===== src/rtl/pcc_pkg.sv =====
package pcc_pkg;
    // ------------------------------------------------------------
    // Register map (byte addresses, one aligned word each)
    // ------------------------------------------------------------
    localparam logic [7:0]  PCC_OFF_COUNT  = 8'h00;
    localparam logic [7:0]  PCC_OFF_CTRL   = 8'h04;
    localparam logic [7:0]  PCC_OFF_HILIM  = 8'h08;
    localparam logic [7:0]  PCC_OFF_LOLIM  = 8'h0c;
    localparam logic [7:0]  PCC_OFF_ALARM  = 8'h10;
    // ------------------------------------------------------------
    // Control word fields
    // ------------------------------------------------------------
    localparam int          PCC_BIT_RUN    = 0;
    localparam int          PCC_BIT_CLR    = 1;
    localparam int          PCC_BIT_OVF    = 2;
    localparam int          PCC_BIT_SPARE  = 3;
    // ------------------------------------------------------------
    // Alarm word fields
    // ------------------------------------------------------------
    localparam int          PCC_BIT_LO_TYP = 0;
    localparam int          PCC_BIT_HI_TYP = 1;
    localparam int          PCC_BIT_LO_CLR = 2;
    localparam int          PCC_BIT_HI_CLR = 3;
    localparam int          PCC_BIT_LO_ST  = 4;
    localparam int          PCC_BIT_HI_ST  = 5;
    // ------------------------------------------------------------
    // Reset values
    // ------------------------------------------------------------
    localparam logic        PCC_RST_RUN    = 1'b1;
    localparam logic [31:0] PCC_RST_HILIM  = 32'hffffffff;
    localparam logic [31:0] PCC_RST_LOLIM  = 32'h00000000;

    typedef enum logic {
        PCC_ALM_DISABLE = 1'b0,
        PCC_ALM_LATCH   = 1'b1
    } pcc_alm_type;
endpackage


===== src/rtl/pcc_alarm_if.sv =====
`timescale 1ns/100ps
interface pcc_alarm_if #(parameter int CW = 32);
    logic [CW-1:0] count;
    logic [CW-1:0] limit;
    logic          is_high;
    logic          typ;
    logic          clr;
    logic          status;
    modport core (output count, output limit, output is_high, output typ,
                  output clr, input status);
    modport alarm (input count, input limit, input is_high, input typ,
                   input clr, output status);
endinterface


===== src/rtl/pcc_alarm.sv =====
`timescale 1ns/100ps
module pcc_alarm (
    input  wire logic  pclk,
    input  wire logic  presetn,
    pcc_alarm_if.alarm a
);
    import pcc_pkg::*;

    typedef struct packed {
        logic status;
    } pcc_alarm_st_type;

    pcc_alarm_st_type st_ff;
    pcc_alarm_st_type nxt_st;
    logic             beyond;

    always_comb begin
        nxt_st = st_ff;
        beyond = a.is_high ? (a.count > a.limit) : (a.count < a.limit);
        if (a.typ == PCC_ALM_DISABLE) begin
            nxt_st.status = 1'b0;
        end else if (beyond) begin
            nxt_st.status = 1'b1;
        end else if (a.clr) begin
            nxt_st.status = 1'b0;
        end
    end

    always_ff @(posedge pclk or negedge presetn) begin
        if (!presetn) begin
            st_ff <= '0;
        end else begin
            st_ff <= nxt_st;
        end
    end

    assign a.status = st_ff.status;
endmodule


===== src/rtl/pcc_counter.sv =====
`timescale 1ns/100ps
// Operation
// Channel holds an unsigned 32-bit count plus four control/status bits.
// Run bit resets to 1; 1 counts pulses, 0 halts counting.
// Clear bit rests 0; writing 1 zeroes the count.
// Overflow bit reads 0 normally; set by hardware on count overflow.
// Overflow stays set until software writes 0 to it.
// Count compared against high and low limits; alarms drive outputs.
// Disabled alarm type evaluates nothing and never asserts.
// Momentary type would pulse once; not offered here.
// Latched alarm holds until software issues a clear-latch command.
// Only disabled and latched types exist for counter channels.
// Fourth control bit unused: reads 0, writes ignored.
// Count increments per rising pulse edge while running; wraps to zero.
module pcc_counter #(
    parameter int CW = 32
) (
    input  wire logic        pclk,
    input  wire logic        presetn,
    input  wire logic        psel,
    input  wire logic        penable,
    input  wire logic        pwrite,
    input  wire logic [7:0]  paddr,
    input  wire logic [31:0] pwdata,
    output logic      [31:0] prdata,
    output logic             pready,
    output logic             pslverr,
    input  wire logic        pulse_in,
    output logic             alarm_hi,
    output logic             alarm_lo,
    output logic             alarm_do
);
    import pcc_pkg::*;

    // ------------------------------------------------------------
    // State
    // ------------------------------------------------------------
    typedef struct packed {
        logic [CW-1:0] count;
        logic          run;
        logic          ovf;
        logic [CW-1:0] hilim;
        logic [CW-1:0] lolim;
        logic          hi_typ;
        logic          lo_typ;
        logic          hi_clr;
        logic          lo_clr;
        logic          pulse_d;
        logic [31:0]   rdata;
    } pcc_state_type;

    pcc_state_type st_ff;
    pcc_state_type nxt_st;
    logic          wr_en;
    logic          rd_en;
    logic          rise;
    logic          hit;
    logic          hi_status;
    logic          lo_status;
    wire  [1:0]    alm_st;

    // ------------------------------------------------------------
    // Limit alarms: entry 0 watches the low limit, entry 1 the high
    // ------------------------------------------------------------
    for (genvar g = 0; g < 2; g++) begin : g_alm
        pcc_alarm_if #(.CW(CW)) ifc ();

        assign ifc.count   = st_ff.count;
        assign ifc.limit   = (g == 1) ? st_ff.hilim : st_ff.lolim;
        assign ifc.is_high = (g == 1);
        assign ifc.typ     = (g == 1) ? st_ff.hi_typ : st_ff.lo_typ;
        assign ifc.clr     = (g == 1) ? st_ff.hi_clr : st_ff.lo_clr;
        assign alm_st[g]   = ifc.status;

        pcc_alarm u_alarm (
            .pclk    (pclk),
            .presetn (presetn),
            .a       (ifc)
        );
    end

    assign hi_status = alm_st[1];
    assign lo_status = alm_st[0];

    assign alarm_hi = hi_status;
    assign alarm_lo = lo_status;
    assign alarm_do = hi_status | lo_status;

    // ------------------------------------------------------------
    // Next state
    // ------------------------------------------------------------
    // Zero wait states: every access completes in its first access cycle.
    assign wr_en = psel & penable & pwrite;
    // Read word is captured from the setup cycle on, so prdata leaves a flop
    assign rd_en = psel & ~pwrite;
    assign rise  = pulse_in & ~st_ff.pulse_d;

    always_comb begin
        nxt_st         = st_ff;
        nxt_st.pulse_d = pulse_in;
        nxt_st.hi_clr  = 1'b0;
        nxt_st.lo_clr  = 1'b0;
        hit            = 1'b0;
        if (st_ff.run && rise) begin
            nxt_st.count = st_ff.count + 1'b1;
        end
        if (wr_en) begin
            unique case (paddr)
                PCC_OFF_COUNT: begin
                    nxt_st.count = pwdata[CW-1:0];
                    hit          = 1'b1;
                end
                PCC_OFF_CTRL: begin
                    nxt_st.run = pwdata[PCC_BIT_RUN];
                    if (pwdata[PCC_BIT_CLR]) begin
                        nxt_st.count = '0;
                    end
                    if (!pwdata[PCC_BIT_OVF]) begin
                        nxt_st.ovf = 1'b0;
                    end
                    hit = 1'b1;
                end
                PCC_OFF_HILIM: begin
                    nxt_st.hilim = pwdata[CW-1:0];
                    hit          = 1'b1;
                end
                PCC_OFF_LOLIM: begin
                    nxt_st.lolim = pwdata[CW-1:0];
                    hit          = 1'b1;
                end
                PCC_OFF_ALARM: begin
                    // One bit per limit leaves no encoding for momentary
                    nxt_st.lo_typ = pwdata[PCC_BIT_LO_TYP];
                    nxt_st.hi_typ = pwdata[PCC_BIT_HI_TYP];
                    nxt_st.lo_clr = pwdata[PCC_BIT_LO_CLR];
                    nxt_st.hi_clr = pwdata[PCC_BIT_HI_CLR];
                    hit           = 1'b1;
                end
                default: begin
                    hit = 1'b0;
                end
            endcase
        end
        // Overflow set after the clear so a same-cycle wrap is not lost
        if (st_ff.run && rise && (&st_ff.count)) begin
            nxt_st.ovf = 1'b1;
        end
        if (rd_en) begin
            hit          = 1'b1;
            nxt_st.rdata = 32'h00000000;
            unique case (paddr)
                PCC_OFF_COUNT: nxt_st.rdata[CW-1:0] = st_ff.count;
                PCC_OFF_CTRL: begin
                    nxt_st.rdata[PCC_BIT_RUN]   = st_ff.run;
                    nxt_st.rdata[PCC_BIT_OVF]   = st_ff.ovf;
                    nxt_st.rdata[PCC_BIT_CLR]   = 1'b0;
                    nxt_st.rdata[PCC_BIT_SPARE] = 1'b0;
                end
                PCC_OFF_HILIM: nxt_st.rdata[CW-1:0] = st_ff.hilim;
                PCC_OFF_LOLIM: nxt_st.rdata[CW-1:0] = st_ff.lolim;
                PCC_OFF_ALARM: begin
                    nxt_st.rdata[PCC_BIT_LO_TYP] = st_ff.lo_typ;
                    nxt_st.rdata[PCC_BIT_HI_TYP] = st_ff.hi_typ;
                    nxt_st.rdata[PCC_BIT_LO_ST]  = lo_status;
                    nxt_st.rdata[PCC_BIT_HI_ST]  = hi_status;
                end
                default: hit = 1'b0;
            endcase
        end
    end

    // ------------------------------------------------------------
    // Registers
    // ------------------------------------------------------------
    always_ff @(posedge pclk or negedge presetn) begin
        if (!presetn) begin
            st_ff        <= '0;
            st_ff.run    <= PCC_RST_RUN;
            st_ff.hilim  <= PCC_RST_HILIM[CW-1:0];
            st_ff.lolim  <= PCC_RST_LOLIM[CW-1:0];
        end else begin
            st_ff <= nxt_st;
        end
    end

    // Read data comes from the word taken at the setup edge
    assign prdata  = st_ff.rdata;

    assign pready  = 1'b1;
    assign pslverr = psel & penable & ~hit;
endmodule


===== config.mk =====
export PLATFORM = sky130hd
export DESIGN_NAME = pcc_counter
export DESIGN_NICKNAME = d
export VERILOG_FILES = /design/src/rtl/pcc_pkg.sv /design/src/rtl/pcc_alarm_if.sv /design/src/rtl/pcc_alarm.sv /design/src/rtl/pcc_counter.sv
export SDC_FILE = /design/constraint.sdc
export NUM_CORES = 1
export LEC_CHECK = 0
export ABC_AREA = 1
export BUFFER_PORTS_ARGS = -buffer_cell sky130_fd_sc_hd__buf_4
export CAP_MARGIN = 10
export CORE_MARGIN = 2
export CORE_UTILIZATION = 45
export CTS_CLUSTER_SIZE = 30
export DETAILED_ROUTE_END_ITERATION = 8
export GPL_ROUTABILITY_DRIVEN = 0
export PLACE_DENSITY_LB_ADDON = 0.1
export SYNTH_ARGS = -nofsm -noshare
export SYNTH_HDL_FRONTEND = slang
export SYNTH_SLANG_ARGS = --single-unit
export TNS_END_PERCENT = 1

===== constraint.sdc =====
create_clock -name pclk -period 2.13 [get_ports pclk]
set_input_delay 0.426 -clock pclk [delete_from_list [all_inputs] [get_ports pclk]]
set_output_delay 0.426 -clock pclk [all_outputs]
set_load 0.05 [all_outputs]

# Yosys cells after proc, flatten, opt, wreduce, memory -nomap -nowiden
# Index checks and enable logic that the tools add are counted.
# word_totals
register_bits	137
in_bits	46
out_inout_bits	37
# op_classes
add_sub_neg	1
n_lt_le_gt_ge	2
n_eq_ne	7
n_mux	23
bitwise_logic	9
reduce_logical	12
# op_table
operator	count
2-to-1 mux 32 bit	4
2-to-1 mux 102 bit	1
case mux 26 bit (3 select lines)	1
case mux 32 bit (2 select lines)	1
adder 32 x 1 -> 32 bit (second input constant)	1
> comparator 32 bit	1
less-than comparator 32 bit	1
AND reduction 32 bit	1
equality test 8 x 4 -> 1 bit (second input constant)	2
case mux 2 bit (4 select lines)	2
2-to-1 mux 1 bit	11
case mux 2 bit (5 select lines)	1
equality test 8 x 3 -> 1 bit (second input constant)	1
equality test 8 x 5 -> 1 bit (second input constant)	1
logical NOT 8 bit	1
AND reduction 2 bit	4
inequality test 3 x 2 -> 1 bit (second input constant)	2
AND 1 bit	5
OR reduction 5 bit	1
2-to-1 mux 4 bit	1
nonzero test 2 bit	2
NOT 1 bit	3
AND reduction 3 bit	1
logical AND 1 bit	2
3 further kinds	3

# Logic depth before layout (Yosys ltp)
# Gate-level depths: netlist of run 1.
# depth
word_depth	8
depth_mapped	15
ltp_nobuf	15

# Modules after synthesis
# From an unflattened synthesis of run 1, not the netlist that was laid out.
# unflattened
hier_cells	1203
area_unflattened_um2	8842.2
# by_module_without_submodules
mod	instances	cells_per_inst	area_per_inst_um2	seq_area_each_um2
pcc_counter	1	899	6922.9	3419.5
pcc_alarm	2	152	959.7	25.0

# Least setup slack after synthesis of run 1
# No wires, ideal clock.
# synth_path
kind	input -> output
start	in paddr[5]
end	out pslverr
arrival_time_ns	3.192
required_time_ns	1.704
setup_slack_ns	-1.488
path_stages	6
path_cell_list	nor2_1 > nand2_1 > nor2_1 > nand2_1 > inv_1 > a2111oi_0
# synth_via
elab_chain_len	7
# synth_lines
element	line_no	text
start, declared	pcc_counter.sv:23	input wire logic [7:0] paddr,
equality test 8 x 4 -> 1 bit (tied with other cells)	pcc_counter.sv:108, pcc_counter.sv:151	
OR reduction 5 bit (no line) (*)	--	
2-to-1 mux 1 bit (*)	pcc_counter.sv:108, pcc_counter.sv:151	
2-to-1 mux 1 bit	pcc_counter.sv:107	if (wr_en) begin
2-to-1 mux 1 bit (*)	pcc_counter.sv:148	if (rd_en) begin
NOT 1 bit (*)	pcc_counter.sv:190	assign pslverr = psel & penable & ~hit;
AND 1 bit (*)	pcc_counter.sv:190	
end, declared	pcc_counter.sv:27	output logic pslverr,
# Mark *: on every way between the ends. The rest lies on a longest branch, timed or not.

# Worst setup path after layout of run 1
# layout_path
start	in paddr[1]
end	out pslverr
# Same word-level chain as after synthesis.

==> impl_metrics.env, run 1 <==
export IMPL_status="finished, final reports clean"
export IMPL_grt_max_degree=41
export IMPL_p_per_area_mw_per_mm2=635
export IMPL_synth_simple_area_share_pct=19.4
export IMPL_yosys_area_top_type_share_pct=31.1
export IMPL_avgSynthCellArea_um2=7.85
export IMPL_startpoint_type="input port"
export IMPL_synthCells=1068
export IMPL_netlist_area_mm2=0.00838
export IMPL_synth_yosys_warnings=0
export IMPL_antenna_cells=0
export IMPL_cpPeakStageDelay_ps=210
export IMPL_nFillCells=1753
export IMPL_drive_above_1_share_pct=17.7
export IMPL_synth_compound_area_share_pct=15.8
export IMPL_firstDrtPassIters=5
export IMPL_die_y_um=140
export IMPL_r2r_start="g_alm[1].ifc.limit[23]"
export IMPL_first_iter_violations=340
export IMPL_nets=1236
export IMPL_antenna_found_initial=0
export IMPL_portBuffers=81
export IMPL_place_area_mm2=0.00907
export IMPL_crit_path_max_fanout=3
export IMPL_end_kind="primary output"
export IMPL_die_area_mm2=0.0197
export IMPL_cts_max_level=4
export IMPL_worst_slack_ps=233
export IMPL_cts_sinks=137
export IMPL_final_cell_mix="nand2_1, inv_1, dfrtp_1"
export IMPL_viasPerCell=5.08
export IMPL_pin_count=83
export IMPL_clock_skew_ps=5.79
export IMPL_ir_drop_v=0.000542
export IMPL_seq_area_frac_synth_pct=41.4
export IMPL_synth_adder_area_share_pct=9.56
export IMPL_core_area_mm2=0.0181
export IMPL_routed_wl_mm=20.8
export IMPL_yosys_top_cells_area="dfrtp_1, nand2_1, dfstp_2"
export IMPL_period_share_pct=89.1
export IMPL_area_growth_pct=15.3
export IMPL_ant_nets=0
export IMPL_rows=49
export IMPL_cts_tree="done"
export IMPL_fin_tns_setup_ps=0
export IMPL_hp_class="in -> reg"
export IMPL_drv_cap=0
export IMPL_route_detailed_drc=0
export IMPL_hold_viol=0
export IMPL_hold_worst_slack_ps=157
export IMPL_critPathArrivalTime_ps=1470
export IMPL_start_util_pct=46.3
export IMPL_crit_slowest_cell="buf_4"
export IMPL_rsz0062_at_grt="no"
export IMPL_synth_fp_nets=1178
export IMPL_grt_pass1_vias=6798
export IMPL_netlist_top_cell_by_area="dfrtp_1"
export IMPL_critical_path_required_ps=1700
export IMPL_grt_usage_pct=22.1
export IMPL_die_w_um=140
export IMPL_post_drt_wl_per_cell_um=15.2
export IMPL_crit_path_cell_trace="buf_4 -> nor2_2 -> nand2_1 -> nor2_1 -> nand2_1 -> inv_1 -> a2111oi_4 -> buf_4"
export IMPL_drv_slew=0
export IMPL_cts_made_buffers=17
export IMPL_hpwl_mm=15.4
export IMPL_period_needed_ps=1900
export IMPL_hold_path_end="st_ff[32]"
export IMPL_vias=6952
export IMPL_timing_rr_end="g_alm[1].u_alarm.a.status"
export IMPL_gr_total_overflow=0
export IMPL_whs_path_depth=1
export IMPL_synth_top_family_by_area="simple AND/OR/NAND/NOR gates"
export IMPL_clock_latency_ps=430
export IMPL_ys_seq_elements=137
export IMPL_instances_no_fill=1368
export IMPL_rrSetupSlack_ps=270
export IMPL_grt_pass1_wl_mm=34.7
export IMPL_setup_worst_path_class="in -> out"
export IMPL_path_clk_slew_ps=60
export IMPL_hp_start="pulse_in"
export IMPL_ys_types=39
export IMPL_synth_area_mux_share_pct=0
export IMPL_clockBufferDepth=2
export IMPL_final_common_cell="nand2_1"
export IMPL_dp_cells=1335
export IMPL_leakagePower_nw=4.56
export IMPL_cts_root_buf="clkbuf_16"
export IMPL_synth_xor_area_share_pct=1.36
export IMPL_preCtsSetupSlack_ps=117
export IMPL_fmax_ghz=0.527
export IMPL_fin_area_mm2=0.00966
export IMPL_reg2reg_depth=10
export IMPL_setup_viol=0
## worst max-delay path, delay by kind of cell
family                 cells  cell delay (ps)
buffers and inverters      3              440
AOI/OAI and AO/OA          1               50
and+or+nand+nor            4              550
## worst max path at each step
stage                                      endpoint  slack (ps)                   start  cells past startpoint
final                                       pslverr         230                paddr[1]                      8
after global routing      g_alm[1].u_alarm.a.status          20  g_alm[1].ifc.limit[23]                     10
after CTS                                   pslverr         130                paddr[1]                      8
after detailed placement                 prdata[15]         120                paddr[1]                      9
after global placement                      pslverr         180                paddr[1]                      8
after floorplan                             pslverr         260                paddr[5]                      6
## flip-flops by register name (all words and copies together), names as in the netlist
signal                  cells
prdata                     32
g_alm.ifc.typ               2
g_alm.ifc.limit            64
g_alm.ifc.clr               2
g_alm.u_alarm.a.status      2
g_alm.ifc.count            32
st_ff                       3
## Yosys cell counts
| library cell | count |
|---|---|
| buf_6 | 3 |
| o21ai_1 | 50 |
| clkbuf_1 | 11 |
| xor2_1 | 8 |
| nor3_1 | 15 |
| nor3_2 | 1 |
| a2111oi_0 | 1 |
| nor2_2 | 1 |
| nand4_1 | 12 |
| nor3b_4 | 1 |
| dfrtp_1 | 104 |
| nand2_1 | 240 |
| a21oi_1 | 63 |
| nand2_2 | 4 |
| ha_1 | 64 |
| nand3_4 | 1 |
| nor3_4 | 1 |
| o21a_1 | 1 |
| inv_2 | 10 |
| o32ai_1 | 1 |
| o22ai_1 | 49 |
| xnor2_1 | 5 |
| nor2_4 | 6 |
| nor2_1 | 55 |
| dfstp_2 | 33 |
| a21o_1 | 3 |
| o21ai_0 | 77 |
| inv_1 | 159 |
| and2_1 | 1 |
| a31o_2 | 1 |
| o2111ai_1 | 1 |
| nand2_4 | 2 |
| or2_2 | 2 |
| buf_2 | 17 |
| nand3_2 | 2 |
| nand3_1 | 28 |
| conb_1 | 1 |
| buf_4 | 33 |
| or2_1 | 1 |
## repair_timing
action	in CTS	in global routing
hold buffers	1	0
setup buffers	0	0
resized for setup	0	1
endpoints found under the hold margin	28	0
setup endpoints to repair	0	1
## power by group
part | leakage (nW) | internal [mW] | switching [mW]
clock | 0.271 | 1.72 | 1.20
combinational | 2.57 | 0.191 | 0.317
sequential | 1.72 | 2.66 | 0.0478
total | 4.56 | 4.57 | 1.57
## cell type report
| type | instances | area (um^2) | share of cell area (%) |
|---|---|---|---|
| Clock buffer | 17 | 425 | 4.40 |
| Inverter | 169 | 634 | 6.57 |
| Timing Repair Buffer | 103 | 805 | 8.33 |
| Multi-Input combinational cell | 698 | 3890 | 40.2 |
| Sequential cell | 137 | 3470 | 35.9 |
| Clock inverter | 15 | 153 | 1.58 |
| Tap cell | 229 | 287 | 2.97 |
## per-layer routing
layer  up-vias  GRT usage, %  routed length (um)
met2       152          34.7                9240
met5         -             0                   0
met4         0          5.68                 230
met1      3214          31.9               10500
met3        17          3.66                 831
li1       3569             -                   -
## logic make-up after synthesis
| kind of cell | Yosys count |
|---|---|
| adders and majority gates | 64 |
| buffers and inverters | 233 |
| other | 1 |
| xor gates and xnor gates | 13 |
| and+or+nand+nor | 373 |
| AOI/OAI and AO/OA | 247 |
| DFF | 137 |
## metrics by stage
step | utilization [%] | power, mW
finish | 53.4 | 6.14
global route | 53.4 | 6.38
CTS | 53.4 | 6.19
detailed placement | 50.2 | 3.26
global placement | 50.2 | 3.25
floorplan | - | 3.02
Power figures use the tool's default switching activity.
==> run 2: changes to the inputs <==
Settings changed: ABC_CLOCK_PERIOD_IN_PS set to 2130, SYNTH_HIERARCHICAL set to 1.
==> run 2 against run 1 <==
Critical path depth is 1 higher; area after synthesis is 5.5% higher; largest cell class unchanged; largest power group unchanged; via count is 9.6% higher; utilization is 0.26 points lower; routed wire length is 11% higher; first-iteration DRC count is 34% higher; clock power is 5% higher; worst setup slack worse by 71 ps.
==> impl_metrics.env, run 2 <==
export IMPL_rows=51
export IMPL_p_per_area_mw_per_mm2=610
export IMPL_routed_wl_mm=23.0
export IMPL_startpoint_type="register"
export IMPL_antenna_found_initial=0
export IMPL_cts_root_buf="clkbuf_16"
export IMPL_ant_nets=0
export IMPL_antenna_cells=0
export IMPL_netlist_area_mm2=0.00884
export IMPL_die_w_um=144
export IMPL_reg2reg_depth=9
export IMPL_p_total_mw=6.29
export IMPL_synth_main_ff_cell="dfrtp_1"
export IMPL_crit_end="g_alm[0].ifc.count[28]"
export IMPL_cts_tree="done"
export IMPL_ys_seq_elements=137
export IMPL_grt_usage_pct=23.4
export IMPL_period_share_pct=92.4
export IMPL_largest_reg_flops=64
export IMPL_synthCells=1203
export IMPL_drv_cap=0
export IMPL_critical_path_required_ps=2440
export IMPL_async_flop_share_pct=100
export IMPL_cts_sinks=137
export IMPL_end_kind="register"
export IMPL_ys_types=39
export IMPL_cts_max_level=4
export IMPL_post_drt_wl_per_cell_um=14.9
export IMPL_drv_slew=0
export IMPL_start_util_pct=45.6
export IMPL_cts_made_buffers=17
export IMPL_hpwl_mm=17.0
export IMPL_yosysMostFrequentCell="nand2_1"
export IMPL_seq_area_frac_synth_pct=39.2
export IMPL_preCtsSetupSlack_ps=73.2
export IMPL_grt_max_degree=57
export IMPL_clock_latency_ps=420
export IMPL_viasPerCell=4.92
export IMPL_status="finished, final reports clean"
export IMPL_route_detailed_drc=0
export IMPL_gr_total_overflow=0
export IMPL_clock_skew_ps=9.90
export IMPL_drive_above_1_share_pct=17.6
export IMPL_fmax_ghz=0.508
export IMPL_yosys_top_cells_area="dfrtp_1, nand2_1, dfstp_2"
export IMPL_final_cell_mix="nand2_1, inv_1, buf_4"
export IMPL_synth_yosys_warnings=6
export IMPL_startpoint="st_ff[102]"
export IMPL_r2r_start="st_ff[102]"
export IMPL_setup_worst_path_class="reg -> reg"
export IMPL_die_y_um=144
export IMPL_netlist_top_cell_by_area="dfrtp_1"
export IMPL_vias=7616
export IMPL_hold_viol=0
export IMPL_leakagePower_nw=5.05
export IMPL_core_area_mm2=0.0194
export IMPL_grt_pass1_vias=7320
export IMPL_firstDrtPassIters=8
export IMPL_path_clk_slew_ps=60
export IMPL_rrSetupSlack_ps=160
export IMPL_first_iter_violations=457
export IMPL_synth_edf_count=0
export IMPL_critPathArrivalTime_ps=2280
export IMPL_clockBufferDepth=2
export IMPL_worst_slack_ps=162
export IMPL_ir_drop_v=0.000412
export IMPL_yosys_area_top_type_share_pct=29.4
export IMPL_pin_count=83
export IMPL_nets=1380
export IMPL_grt_pass1_wl_mm=37.7
export IMPL_timing_rr_end="g_alm[0].ifc.count[28]"
export IMPL_portBuffers=81
export IMPL_synth_common_cells="nand2_1, inv_1, nand3_1, dfrtp_1, o21ai_0"
export IMPL_area_growth_pct=16.6
export IMPL_avgSynthCellArea_um2=7.35
export IMPL_period_needed_ps=1970
export IMPL_die_area_mm2=0.0208
export IMPL_finish_utilization_pct=53.2
export IMPL_setup_viol=0
export IMPL_crit_path_max_fanout=6
export IMPL_hp_class="in -> reg"
export IMPL_final_common_cell="nand2_1"
## run 2: cell count changes after synthesis, sizes merged, moves of 4 or more
| cell | previous run | this run |
|---|---|---|
| nor2 | 62 | 75 |
| nor3 | 17 | 9 |
| o21ai | 127 | 87 |
| buf | 53 | 44 |
| clkbuf | 11 | 25 |
| o22ai | 49 | 14 |
| nand3 | 31 | 108 |
| nand2 | 246 | 405 |
| a21oi | 63 | 33 |
| o21bai | 0 | 4 |
| inv | 169 | 157 |
## run 2: what timing repair did
item | CTS | global route
hold buffers | 1 | 0
endpoints found under the setup margin | 0 | 5
buffers inserted | 0 | 1
hold endpoints to repair | 27 | 0
resized for setup | 0 | 4
## run 2: final cells by class
class | count | area (um^2)
Fill cell | 1974 | 9090
Multi-Input combinational cell | 840 | 4400
Sequential cell | 137 | 3470
Timing Repair Buffer | 113 | 905
Inverter | 160 | 601
Clock buffer | 21 | 460
Tap cell | 265 | 332
Clock inverter | 11 | 146
## run 2: worst min-delay path by stage
stage | depth (start not counted) | startpoint | slack, ps | end
4_1_cts | 1 | pulse_in | 130 | st_ff[32]
3_5_place_dp | 1 | presetn | 360 | prdata[10]
2_1_floorplan | 0 | presetn | 130 | g_alm[0].ifc.clr
3_3_place_gp | 1 | presetn | 360 | prdata[10]
6_report | 1 | pulse_in | 140 | st_ff[32]
5_1_grt | 1 | pulse_in | 120 | st_ff[32]
## run 2: worst max-delay path, stage by stage, from the launching register on
cell	delay, ps
dfstp_2	560
nand3_2	160
nor2_2	210
nand2_2	120
nor2_4	180
nand2_1	170
nor2_4	150
nand3_1	140
nand3_1	130
nand2_1	50
## run 2: cell families (layout without fill, tap and decap cells)
| logic type | count (synthesis) | in the layout | share of synthesized area [%] |
|---|---|---|---|
| AO/OA/AOI/OAI | 145 | 145 | 9.08 |
| XOR/XNOR | 13 | 13 | 1.29 |
| adder cells (fa/ha/maj) | 65 | 65 | 9.20 |
| buffers and inverters | 229 | 305 | 11.4 |
| flip-flops | 137 | 137 | 39.2 |
| multiplexers | 1 | 1 | 0.113 |
| other | 2 | 5 | 0.0849 |
| AND/OR/NAND/NOR | 611 | 611 | 29.5 |
## run 2: where the power goes
part / switching (mW) / total [mW] / internal, mW
sequential: 0.0495 / 2.70 / 2.65
combinational: 0.324 / 0.518 / 0.194
clock: 1.18 / 3.08 / 1.90
## run 2: stage by stage
step                cells  instance area (um^2)  hold slack [ps]  TNS [ps]
finish               1547                 10300              144         0
global route         1547                 10300              122     -4.74
CTS                  1546                 10300              128         0
detailed placement   1513                  9680              360         0
global placement     1513                  9680              359         0
floorplan            1206                  8860              130         0
## run 2: routing by layer
layer  vias up  track usage (%)  part of all wire [%]
li1       3918                -                     -
met3         9             4.21                   3.9
met4         0             4.65                  0.71
met1      3537             32.8                    49
met2       152             38.3                    46
met5         -                0                     0
